### config.mk
export PLATFORM = sky130hd
export DESIGN_NAME = timer_pulse_pwm
export DESIGN_NICKNAME = d
export VERILOG_FILES = /design/src/rtl/timer_pkg.sv /design/src/rtl/timer_pulse_pwm.sv
export SDC_FILE = /design/constraint.sdc
export NUM_CORES = 1
export LEC_CHECK = 0
export BUFFER_PORTS_ARGS = -buffer_cell sky130_fd_sc_hd__buf_2
export CORE_UTILIZATION = 52
export DETAILED_ROUTE_END_ITERATION = 12
export PLACE_DENSITY = 0.72
export SYNTH_ARGS = -nofsm -noshare
export SYNTH_HDL_FRONTEND = slang
export SYNTH_SLANG_ARGS = --single-unit
### constraint.sdc
create_clock -name clk -period 3.4 [get_ports clk]
set_clock_uncertainty 0.2 [all_clocks]
set_input_delay 0.34 -clock clk [delete_from_list [all_inputs] [get_ports clk]]
set_output_delay 0.34 -clock clk [all_outputs]
set_load 0.01 [all_outputs]
### src/rtl/timer_pkg.sv
package timer_pkg;

	// ----------------------------------------
	// Register byte addresses
	// ----------------------------------------
	localparam logic [7:0] ADDR_CR1 = 8'h00;
	localparam logic [7:0] ADDR_CR2 = 8'h04;
	localparam logic [7:0] ADDR_SR = 8'h08;
	localparam logic [7:0] ADDR_IC1H = 8'h0C;
	localparam logic [7:0] ADDR_IC1L = 8'h10;
	localparam logic [7:0] ADDR_OC1H = 8'h14;
	localparam logic [7:0] ADDR_OC1L = 8'h18;
	localparam logic [7:0] ADDR_CNTH = 8'h1C;
	localparam logic [7:0] ADDR_CNTL = 8'h20;
	localparam logic [7:0] ADDR_IC2H = 8'h24;
	localparam logic [7:0] ADDR_IC2L = 8'h28;
	localparam logic [7:0] ADDR_OC2H = 8'h2C;
	localparam logic [7:0] ADDR_OC2L = 8'h30;

	// ----------------------------------------
	// First control register fields
	// ----------------------------------------
	localparam int CR1_CAPTURE_INTERRUPT_ENABLE = 7;
	localparam int CR1_COMPARE_INTERRUPT_ENABLE = 6;
	localparam int CR1_OVERFLOW_INTERRUPT_ENABLE = 5;
	localparam int CR1_FOLV2 = 4;
	localparam int CR1_FOLV1 = 3;
	localparam int CR1_SECOND_OUTPUT_LEVEL = 2;
	localparam int CR1_FIRST_CAPTURE_EDGE_SELECT = 1;
	localparam int CR1_FIRST_OUTPUT_LEVEL = 0;

	// ----------------------------------------
	// Second control register fields
	// ----------------------------------------
	localparam int CR2_FIRST_COMPARE_PIN_ENABLE = 7;
	localparam int CR2_OC2E = 6;
	localparam int CR2_OPM = 5;
	localparam int CR2_PWM = 4;
	localparam int CR2_CC_HI = 3;
	localparam int CR2_CC_LO = 2;
	localparam int CR2_IEDG2 = 1;
	localparam int CR2_EXEDG = 0;

	// ----------------------------------------
	// Status flag vector, SR bits 7..3
	// ----------------------------------------
	localparam int FL_FIRST_CAPTURE_FLAG = 4;
	localparam int FL_FIRST_COMPARE_FLAG = 3;
	localparam int FL_TOF = 2;
	localparam int FL_SECOND_CAPTURE_FLAG = 1;
	localparam int FL_SECOND_COMPARE_FLAG = 0;

	// ----------------------------------------
	// Clock select codes and divider limits
	// ----------------------------------------
	localparam logic [1:0] CC_DIV4 = 2'h0;
	localparam logic [1:0] CC_DIV2 = 2'h1;
	localparam logic [1:0] CC_DIV8 = 2'h2;
	localparam logic [1:0] CC_EXT = 2'h3;
	localparam logic [2:0] DIV2_LAST = 3'h1;
	localparam logic [2:0] DIV4_LAST = 3'h3;
	localparam logic [2:0] DIV8_LAST = 3'h7;

	// ----------------------------------------
	// Values and reset values
	// ----------------------------------------
	localparam logic [15:0] CNT_RELOAD = 16'hFFFC;
	localparam logic [15:0] CAP_TRIGGER = 16'hFFFD;
	localparam logic [15:0] CNT_RESET = 16'hFFFC;
	localparam logic [15:0] CNT_MAX = 16'hFFFF;
	localparam logic [15:0] OC_RESET = 16'h8000;
	localparam logic [7:0] CR_RESET = 8'h00;

	typedef enum logic [1:0] {MODE_NORMAL, MODE_ONE_PULSE, MODE_PWM} mode_t;

	function automatic logic edge_seen(input logic cur, input logic prev, input logic rise);
		edge_seen = rise ? (cur & ~prev) : (~cur & prev);
	endfunction : edge_seen

endpackage : timer_pkg

### src/rtl/timer_pulse_pwm.sv
// Chosen here: register access over APB and the address map.
`timescale 1ns/100ps
// How it works
// - One-pulse select enables pulse mode: capture one triggers, compare one ends.
// - Trigger edge: counter FFFC, pin gets level two, flag set, capture FFFD.
// - Counter equal to compare one drives level one, ending the pulse.
// - Capture flag clears after status read then capture low byte access.
// - One-pulse: first compare flag never set; second still set.
// - Both mode bits set gives pulse-width operation only.
// - Equal output levels hold the pin constant in both pulse modes.
// - One-pulse: no ordinary first capture; second capture still works.
// - One-pulse: second compare gives time flag only, no waveform.
// - Pulse-width: compare one drives level one, compare two level two.
// - Pulse-width: compare two match reloads counter with FFFC.
// - Level one high, two low: pulse length is compare two minus one.
// - Compare high byte write suspends compare until low byte write.
// - Pulse-width: neither compare flag is set.
// - Pulse-width: compare two match sets first capture flag.
// - Pulse-width: first capture pin disconnected; second capture usable.
// - Wait mode: timer runs, enabled event wakes the device.
// - Halt freezes counter; resumes from held count, reset restarts.
// - Capture edge in halt is captured at halt exit count.
// - Enables gate flag groups; wake from wait, never from halt.
// - One shared interrupt: enable set and CPU mask clear.
// - First edge select: zero falling, one rising.
// - Pin enable only routes waveform; compare logic always runs.
module timer_pulse_pwm
	import timer_pkg::*;
(
	input wire logic clk,
	input wire logic resetn,
	input wire logic psel,
	input wire logic penable,
	input wire logic pwrite,
	input wire logic [7:0] paddr,
	input wire logic [31:0] pwdata,
	output logic [31:0] prdata,
	output logic pready,
	output logic pslverr,
	input wire logic first_capture_pin,
	input wire logic second_capture_pin,
	input wire logic ext_clock_pin,
	input wire logic cpu_irq_mask,
	input wire logic halt_mode,
	output logic first_compare_pin,
	output logic first_compare_pin_enable,
	output logic second_compare_pin,
	output logic second_compare_pin_enable,
	output logic timer_irq,
	output logic wait_wakeup
);

	// ----------------------------------------
	// State
	// ----------------------------------------
	logic [7:0] first_control_register;
	logic [7:0] second_control_register;
	logic [4:0] flags;
	logic [4:0] armed;
	logic [15:0] cnt;
	logic [15:0] first_capture_value;
	logic [15:0] second_capture_value;
	logic [15:0] first_compare_value;
	logic [15:0] second_compare_value;
	logic ic1_inh;
	logic ic2_inh;
	logic oc1_inh;
	logic oc2_inh;
	logic pend1;
	logic pend2;
	logic halt_q;
	logic [2:0] prescaler_factor;
	logic [2:0] ic1_s;
	logic [2:0] ic2_s;
	logic [2:0] ext_s;

	// ----------------------------------------
	// Bus decode
	// ----------------------------------------
	wire access = psel & penable;
	wire setup = psel & ~penable;
	wire wr = access & pwrite;
	wire rd = access & ~pwrite;
	wire hit_cr1 = paddr == ADDR_CR1;
	wire hit_cr2 = paddr == ADDR_CR2;
	wire hit_sr = paddr == ADDR_SR;
	wire hit_ic1h = paddr == ADDR_IC1H;
	wire hit_ic1l = paddr == ADDR_IC1L;
	wire hit_oc1h = paddr == ADDR_OC1H;
	wire hit_oc1l = paddr == ADDR_OC1L;
	wire hit_cnth = paddr == ADDR_CNTH;
	wire hit_cntl = paddr == ADDR_CNTL;
	wire hit_ic2h = paddr == ADDR_IC2H;
	wire hit_ic2l = paddr == ADDR_IC2L;
	wire hit_oc2h = paddr == ADDR_OC2H;
	wire hit_oc2l = paddr == ADDR_OC2L;
	wire mapped = hit_cr1 | hit_cr2 | hit_sr | hit_ic1h | hit_ic1l | hit_oc1h
		| hit_oc1l | hit_cnth | hit_cntl | hit_ic2h | hit_ic2l | hit_oc2h | hit_oc2l;

	wire [7:0] read_byte =
		hit_cr1 ? first_control_register :
		hit_cr2 ? second_control_register :
		hit_sr ? {flags, 3'h0} :
		hit_ic1h ? first_capture_value[15:8] :
		hit_ic1l ? first_capture_value[7:0] :
		hit_oc1h ? first_compare_value[15:8] :
		hit_oc1l ? first_compare_value[7:0] :
		hit_cnth ? cnt[15:8] :
		hit_cntl ? cnt[7:0] :
		hit_ic2h ? second_capture_value[15:8] :
		hit_ic2l ? second_capture_value[7:0] :
		hit_oc2h ? second_compare_value[15:8] :
		hit_oc2l ? second_compare_value[7:0] : 8'h00;

	assign pready = 1'b1;
	assign pslverr = access & ~mapped;

	// ----------------------------------------
	// Mode and control fields
	// ----------------------------------------
	// Pulse-width wins
	wire pwm_on = second_control_register[CR2_PWM];
	wire opm_on = second_control_register[CR2_OPM] & ~pwm_on;
	wire mode_t mode = pwm_on ? MODE_PWM : opm_on ? MODE_ONE_PULSE : MODE_NORMAL;
	wire normal = mode == MODE_NORMAL;
	wire first_output_level = first_control_register[CR1_FIRST_OUTPUT_LEVEL];
	wire second_output_level = first_control_register[CR1_SECOND_OUTPUT_LEVEL];
	wire [1:0] cc = second_control_register[CR2_CC_HI:CR2_CC_LO];

	// ----------------------------------------
	// Timer tick
	// ----------------------------------------
	logic [2:0] div_last;
	always_comb begin
		case (cc)
			CC_DIV2: div_last = DIV2_LAST;
			CC_DIV4: div_last = DIV4_LAST;
			CC_DIV8: div_last = DIV8_LAST;
			default: div_last = DIV4_LAST;
		endcase
	end

	wire run = ~halt_mode;
	wire prescaler_factor_tick = prescaler_factor == div_last;
	wire ext_tick = edge_seen(ext_s[1], ext_s[2], second_control_register[CR2_EXEDG]);
	wire tick = run & ((cc == CC_EXT) ? ext_tick : prescaler_factor_tick);
	wire halt_exit = halt_q & ~halt_mode;

	// ----------------------------------------
	// Events
	// ----------------------------------------
	// Edge polarity select
	wire ic1_edge = edge_seen(ic1_s[1], ic1_s[2], first_control_register[CR1_FIRST_CAPTURE_EDGE_SELECT]);
	wire ic2_edge = edge_seen(ic2_s[1], ic2_s[2], second_control_register[CR2_IEDG2]);
	wire trigger = opm_on & ic1_edge & run;
	// Ordinary first capture only in normal mode
	wire cap1 = normal & ~ic1_inh & ((ic1_edge & run) | (halt_exit & pend1));
	wire cap2 = ~ic2_inh & ((ic2_edge & run) | (halt_exit & pend2));
	wire match1 = tick & ~oc1_inh & (cnt == first_compare_value);
	wire match2 = tick & ~oc2_inh & (cnt == second_compare_value);
	wire pwm_reload = pwm_on & match2;
	wire reload = trigger | pwm_reload;
	wire ovf = tick & ~reload & (cnt == CNT_MAX);

	wire [15:0] next_cnt = reload ? CNT_RELOAD : tick ? cnt + 16'h0001 : cnt;

	// ----------------------------------------
	// Flags
	// ----------------------------------------
	logic [4:0] set_vec;
	logic [4:0] clr_acc;
	always_comb begin
		set_vec = 5'h00;
		// Period end sets first capture flag
		set_vec[FL_FIRST_CAPTURE_FLAG] = cap1 | trigger | pwm_reload;
		set_vec[FL_FIRST_COMPARE_FLAG] = match1 & normal;
		set_vec[FL_SECOND_COMPARE_FLAG] = match2 & ~pwm_on;
		set_vec[FL_TOF] = ovf;
		set_vec[FL_SECOND_CAPTURE_FLAG] = cap2;
		clr_acc = 5'h00;
		clr_acc[FL_FIRST_CAPTURE_FLAG] = access & hit_ic1l;
		clr_acc[FL_FIRST_COMPARE_FLAG] = access & hit_oc1l;
		clr_acc[FL_TOF] = access & hit_cntl;
		clr_acc[FL_SECOND_CAPTURE_FLAG] = access & hit_ic2l;
		clr_acc[FL_SECOND_COMPARE_FLAG] = access & hit_oc2l;
	end

	wire [4:0] next_flags = set_vec | (flags & ~(armed & clr_acc));
	wire [4:0] next_armed = (rd & hit_sr) ? prdata[7:3] : (armed & ~clr_acc);

	// ----------------------------------------
	// Compare pins
	// ----------------------------------------
	logic next_pin1;
	always_comb begin
		if (!normal && first_output_level == second_output_level) begin
			next_pin1 = first_output_level;
		end else if (trigger || pwm_reload) begin
			// Level two at trigger or period
			next_pin1 = second_output_level;
		end else if (match1) begin
			next_pin1 = first_output_level;
		end else if (normal && first_control_register[CR1_FOLV1]) begin
			next_pin1 = first_output_level;
		end else begin
			next_pin1 = first_compare_pin;
		end
	end

	// Second pin waveform only in normal mode
	wire next_pin2 = (normal && (match2 || first_control_register[CR1_FOLV2]))
		? second_output_level : second_compare_pin;

	// ----------------------------------------
	// Interrupt and wake
	// ----------------------------------------
	// Enable groups
	wire enabled_event =
		(first_control_register[CR1_CAPTURE_INTERRUPT_ENABLE] & (flags[FL_FIRST_CAPTURE_FLAG] | flags[FL_SECOND_CAPTURE_FLAG])) |
		(first_control_register[CR1_COMPARE_INTERRUPT_ENABLE] & (flags[FL_FIRST_COMPARE_FLAG] | flags[FL_SECOND_COMPARE_FLAG])) |
		(first_control_register[CR1_OVERFLOW_INTERRUPT_ENABLE] & flags[FL_TOF]);

	// ----------------------------------------
	// Registers
	// ----------------------------------------
	always_ff @(posedge clk or negedge resetn) begin
		if (!resetn) begin
			ic1_s <= 3'h0;
			ic2_s <= 3'h0;
			ext_s <= 3'h0;
			halt_q <= 1'b0;
		end else begin
			ic1_s <= {ic1_s[1:0], first_capture_pin};
			ic2_s <= {ic2_s[1:0], second_capture_pin};
			ext_s <= {ext_s[1:0], ext_clock_pin};
			halt_q <= halt_mode;
		end
	end

	always_ff @(posedge clk or negedge resetn) begin
		if (!resetn) begin
			prescaler_factor <= 3'h0;
			cnt <= CNT_RESET;
			flags <= 5'h00;
			armed <= 5'h00;
			pend1 <= 1'b0;
			pend2 <= 1'b0;
		end else begin
			if (run) begin
				prescaler_factor <= prescaler_factor_tick ? 3'h0 : prescaler_factor + 3'h1;
			end
			cnt <= next_cnt;
			flags <= next_flags;
			armed <= next_armed;
			pend1 <= halt_mode & (pend1 | ic1_edge);
			pend2 <= halt_mode & (pend2 | ic2_edge);
		end
	end

	always_ff @(posedge clk or negedge resetn) begin
		if (!resetn) begin
			first_capture_value <= 16'h0000;
			second_capture_value <= 16'h0000;
		end else begin
			if (trigger) begin
				first_capture_value <= CAP_TRIGGER;
			end else if (cap1) begin
				first_capture_value <= cnt;
			end
			if (cap2) begin
				second_capture_value <= cnt;
			end
		end
	end

	// Capture transfer held off from high read to low read
	always_ff @(posedge clk or negedge resetn) begin
		if (!resetn) begin
			ic1_inh <= 1'b0;
			ic2_inh <= 1'b0;
			oc1_inh <= 1'b0;
			oc2_inh <= 1'b0;
		end else begin
			ic1_inh <= (rd & hit_ic1h) | (ic1_inh & ~(rd & hit_ic1l));
			ic2_inh <= (rd & hit_ic2h) | (ic2_inh & ~(rd & hit_ic2l));
			oc1_inh <= (wr & hit_oc1h) | (oc1_inh & ~(wr & hit_oc1l));
			oc2_inh <= (wr & hit_oc2h) | (oc2_inh & ~(wr & hit_oc2l));
		end
	end

	always_ff @(posedge clk or negedge resetn) begin
		if (!resetn) begin
			first_control_register <= CR_RESET;
			second_control_register <= CR_RESET;
			first_compare_value <= OC_RESET;
			second_compare_value <= OC_RESET;
		end else if (wr) begin
			if (hit_cr1) first_control_register <= pwdata[7:0];
			if (hit_cr2) second_control_register <= pwdata[7:0];
			if (hit_oc1h) first_compare_value[15:8] <= pwdata[7:0];
			if (hit_oc1l) first_compare_value[7:0] <= pwdata[7:0];
			if (hit_oc2h) second_compare_value[15:8] <= pwdata[7:0];
			if (hit_oc2l) second_compare_value[7:0] <= pwdata[7:0];
		end
	end

	always_ff @(posedge clk or negedge resetn) begin
		if (!resetn) begin
			prdata <= 32'h00000000;
		end else if (setup) begin
			prdata <= {24'h000000, read_byte};
		end
	end

	always_ff @(posedge clk or negedge resetn) begin
		if (!resetn) begin
			first_compare_pin <= 1'b0;
			second_compare_pin <= 1'b0;
			first_compare_pin_enable <= 1'b0;
			second_compare_pin_enable <= 1'b0;
			timer_irq <= 1'b0;
			wait_wakeup <= 1'b0;
		end else begin
			first_compare_pin <= next_pin1;
			second_compare_pin <= next_pin2;
			first_compare_pin_enable <= second_control_register[CR2_FIRST_COMPARE_PIN_ENABLE];
			second_compare_pin_enable <= second_control_register[CR2_OC2E];
			timer_irq <= enabled_event & ~cpu_irq_mask;
			wait_wakeup <= enabled_event & ~halt_mode;
		end
	end

endmodule : timer_pulse_pwm

==> results by group <==
Clock network
  – Worst-path clk slew: 0.06 ns
  – CTS tree: built
  – Cts-stage hold buffer count: 7
  – Post-CTS Setup Bufs: 0
  – Max H-tree Level: 4
  – Total CTS buffers: 17
  – Longest Clk Path Bufs: 2
  – Skew-Pair Late Insertion Delay: 0.43 ns
  – Sink Count: 139
  – Root buf cell: clkbuf_16
  – Post_cts resized: 0

Logic synthesis
  – Synthesized instance count: 760
  – Synth top area share: 40.9%
  – Ys flop type: dfrtp_1
  – Synthesis-stage register bit count: 139
  – Yosys top cell by area: dfrtp_1
  – Synth cell types: 65
  – Synth area leaders: dfrtp_1 41%, mux2_2 10%, dfstp_2 5.6%, nand2_1 4.7%, xor2_1 4.5%
  – YS warnings: 0
  – EDFF count, synth: 0
  – Cell Area, Synth: 7530 sq um
  – Sequential share of the synthesized area: 46.4%
  – Async SR Flop Fraction: 100%
  – Synth Area per Inst: 9.91 sq um

Job
  – Number of max-cap violations: 0

Final layout
  – Most frequent cells in the layout: 123 x dfrtp_1, 94 x nand2_1, 70 x mux2_2
  – Most common cell after layout, fill and taps aside: dfrtp_1
  – Layout cell share with drive strength beyond 1: 23.5%
  – Reg area: 3500 sq um
  – Fillers: 1147
  – Area growth syn-to-layout: 12.6%
  – Diode count: 0
  – Multi-input logic area: 3690 sq um
  – NumNets Final: 846
  – Final Cell Area: 8490 sq um

GRT
  – GR Overflow Total: 0
  – Total GRT Usage: 30.8%
  – M1 GR Usage: 40.7%
  – Global-route wire length before repair: 33700 um
  – Largest net degree at the start of global routing: 80
  – M3 GR Usage: 6.13%
  – Met2 usage: 49.2%
  – Vias in the first global route: 5811
  – Gr busiest metal: met2
  – Antenna violations before repair: 0

Worst setup path
  – CP Cell Sequence: nand2_1 -> a221oi_1 -> a211o_1 -> o41a_1 -> nand2_1 -> o21ai_0
  – CP max-delay cell: o41a_1
  – Reg2Reg Setup Slack: 0.57 ns
  – CP Buf/Inv Count: 0
  – CP max stage delay: 0.88 ns
  – Critical Path AT: 2.97 ns
  – Crit path launch: second_control_register[3]
  – CP endpoint kind: flip-flop
  – FF-to-FF Start: second_control_register[3]
  – Worst EP required: 3.54 ns
  – R2r worst-path depth: 6
  – Crit. path cell count: 6
  – Crit path kind: flip-flop to flip-flop
  – R2R Path End: flags[2]
  – Crit Path Max Fanout: 19
  – CP top delay family: compound AO/OA/AOI/OAI gates
  – CP most frequent cell: nand2_1
  – Worst Setup Start Kind: flip-flop
  – CP endpoint: flags[2]

Timing
  – Pins Over Slew Limit: 0
  – Achievable Freq: 0.353 GHz
  – Sum of negative setup slack: 0 ns
  – Endpoints failing hold: 0
  – Max-slew headroom: 33.8%
  – Crit path time final: 2.83 ns
  – Final worst slack: 0.570 ns
  – Fin Hold WS: 0.0467 ns
  – Final setup vio count: 0
  – Worst slew pin tran: 0.993 ns
  – RSZ-0062 raised after global routing: false
  – Crit share post-route: 83.2%

Hold path
  – Hold Crit Class: input port to flip-flop
  – Hold Crit Start: pwdata[4]

Placement
  – Dpl cell area: 7830 sq um
  – Port Buffers: 40
  – Post-place setup slack: 0.559 ns
  – Hpwl dp: 15700 um
  – GPL Wtd Cong: 0.944

Routing
  – DR iter-0 viols: 757
  – Routed WL: 21900 um
  – First drt pass iteration count: 5
  – DRC Markers: 0
  – DR WL/cell: 22.2 um
  – Via Count: 6148
  – Routed Antenna Nets: 0
  – Vias per inst: 6.23

Floorplanning
  – Ports: 90
  – DIE AREA: 15000 sq um
  – FP Rows: 43
  – Die width: 122 um
  – Die Ht: 122 um
  – Starting Density: 53.9%
  – Core ar.: 14000 sq um

Power
  – Final Power: 4.56 mW
  – Leak pwr: 3.84 nW
  – Peak supply drop: 357 uV
  – Power Density: 537 nW/um^2

Status
  – Outcome: finished clean
==> registers in the layout (all words and copies together), names as in the netlist, 3 cells and up <==
| register | count |
|---|---|
| armed | 5 |
| cnt | 16 |
| ext_s | 3 |
| first_capture_value | 16 |
| first_compare_value | 16 |
| first_control_register | 8 |
| flags | 5 |
| ic1_s | 3 |
| ic2_s | 3 |
| prdata | 8 |
| prescaler_factor | 3 |
| second_capture_value | 16 |
| second_compare_value | 16 |
| second_control_register | 8 |
==> power by group <==
part / leakage (nW) / internal [mW] / switching [mW]
Combinational: 1.78 / 0.296 / 0.373
Clock: 0.274 / 1.12 / 0.714
Sequential: 1.79 / 1.86 / 0.195
==> Yosys cell counts (all sizes together), types with 4 or more instances <==
| cell | instances |
|---|---|
| inv | 5 |
| o22ai | 5 |
| a22oi | 4 |
| clkbuf | 38 |
| a31oi | 10 |
| nand2 | 94 |
| nor2b | 8 |
| o2111ai | 4 |
| mux2i | 12 |
| dfrtp | 123 |
| a22o | 9 |
| nor4 | 10 |
| mux2 | 70 |
| dfstp | 16 |
| nand4 | 4 |
| o2bb2ai | 6 |
| a221oi | 6 |
| a211oi | 5 |
| a21oi | 23 |
| nor3 | 14 |
| o211ai | 7 |
| xor2 | 39 |
| o21ai | 72 |
| nand2b | 6 |
| nand3 | 14 |
| o21a | 5 |
| buf | 41 |
| nor2 | 45 |
| and3 | 12 |
| xnor2 | 9 |
==> logic make-up (layout without fill, tap and decap cells) <==
logic type	Yosys count	after routing	share of synthesized area [%]
AND/OR/NAND/NOR	228	228	14.9
AO/OA/AOI/OAI	174	174	14.7
flip-flops	139	139	46.4
buffers and inverters	85	109	5.85
multiplexers	82	82	12.1
XOR/XNOR	48	48	5.58
adder cells (fa/ha/maj)	2	2	0.332
other	2	25	0.0997
==> worst min path at each step <==
stage	depth (start not counted)	to	slack, ns
6_report	3	second_control_register[4]	0.05
5_1_grt	3	second_control_register[4]	0.05
4_1_cts	3	second_control_register[4]	0.04
3_5_place_dp	0	ext_s[1]	0.14
3_3_place_gp	0	ic1_s[1]	0.13
2_1_floorplan	0	armed[0]	-0.16
==> worst reg2reg max path, cell delays in order (launching register included) <==
cell and delay (ns):
dfrtp_1 0.54, nand2_1 0.09, a221oi_1 0.29, a211o_1 0.39, o41a_1 0.88, nand2_1 0.17, o21ai_0 0.19
==> routing by layer <==
layer	vias up	share of wire, %	wire (um)
met5	-	0	0
met4	0	3.6	800
met3	68	7.7	1690
met2	313	47	10300
met1	3050	42	9140
li1	2717	-	-
==> area by class of cell <==
type | count | area share (%)
Multi-Input combinational cell | 559 | 43.5
Clock inverter | 9 | 1.34
Clock buffer | 23 | 5.51
Sequential cell | 139 | 41.2
Inverter | 6 | 0.265
Tap cell | 180 | 2.65
Timing Repair Buffer | 71 | 5.53
==> per-stage QoR <==
step / utilization, % / cells
final: 60.7 / 987
after global routing: 60.7 / 987
after CTS: 60.7 / 987
after detailed placement: 56.0 / 948
after global placement: 56.0 / 948
after floorplan: - / 783
(Power assumes the default switching activity.)
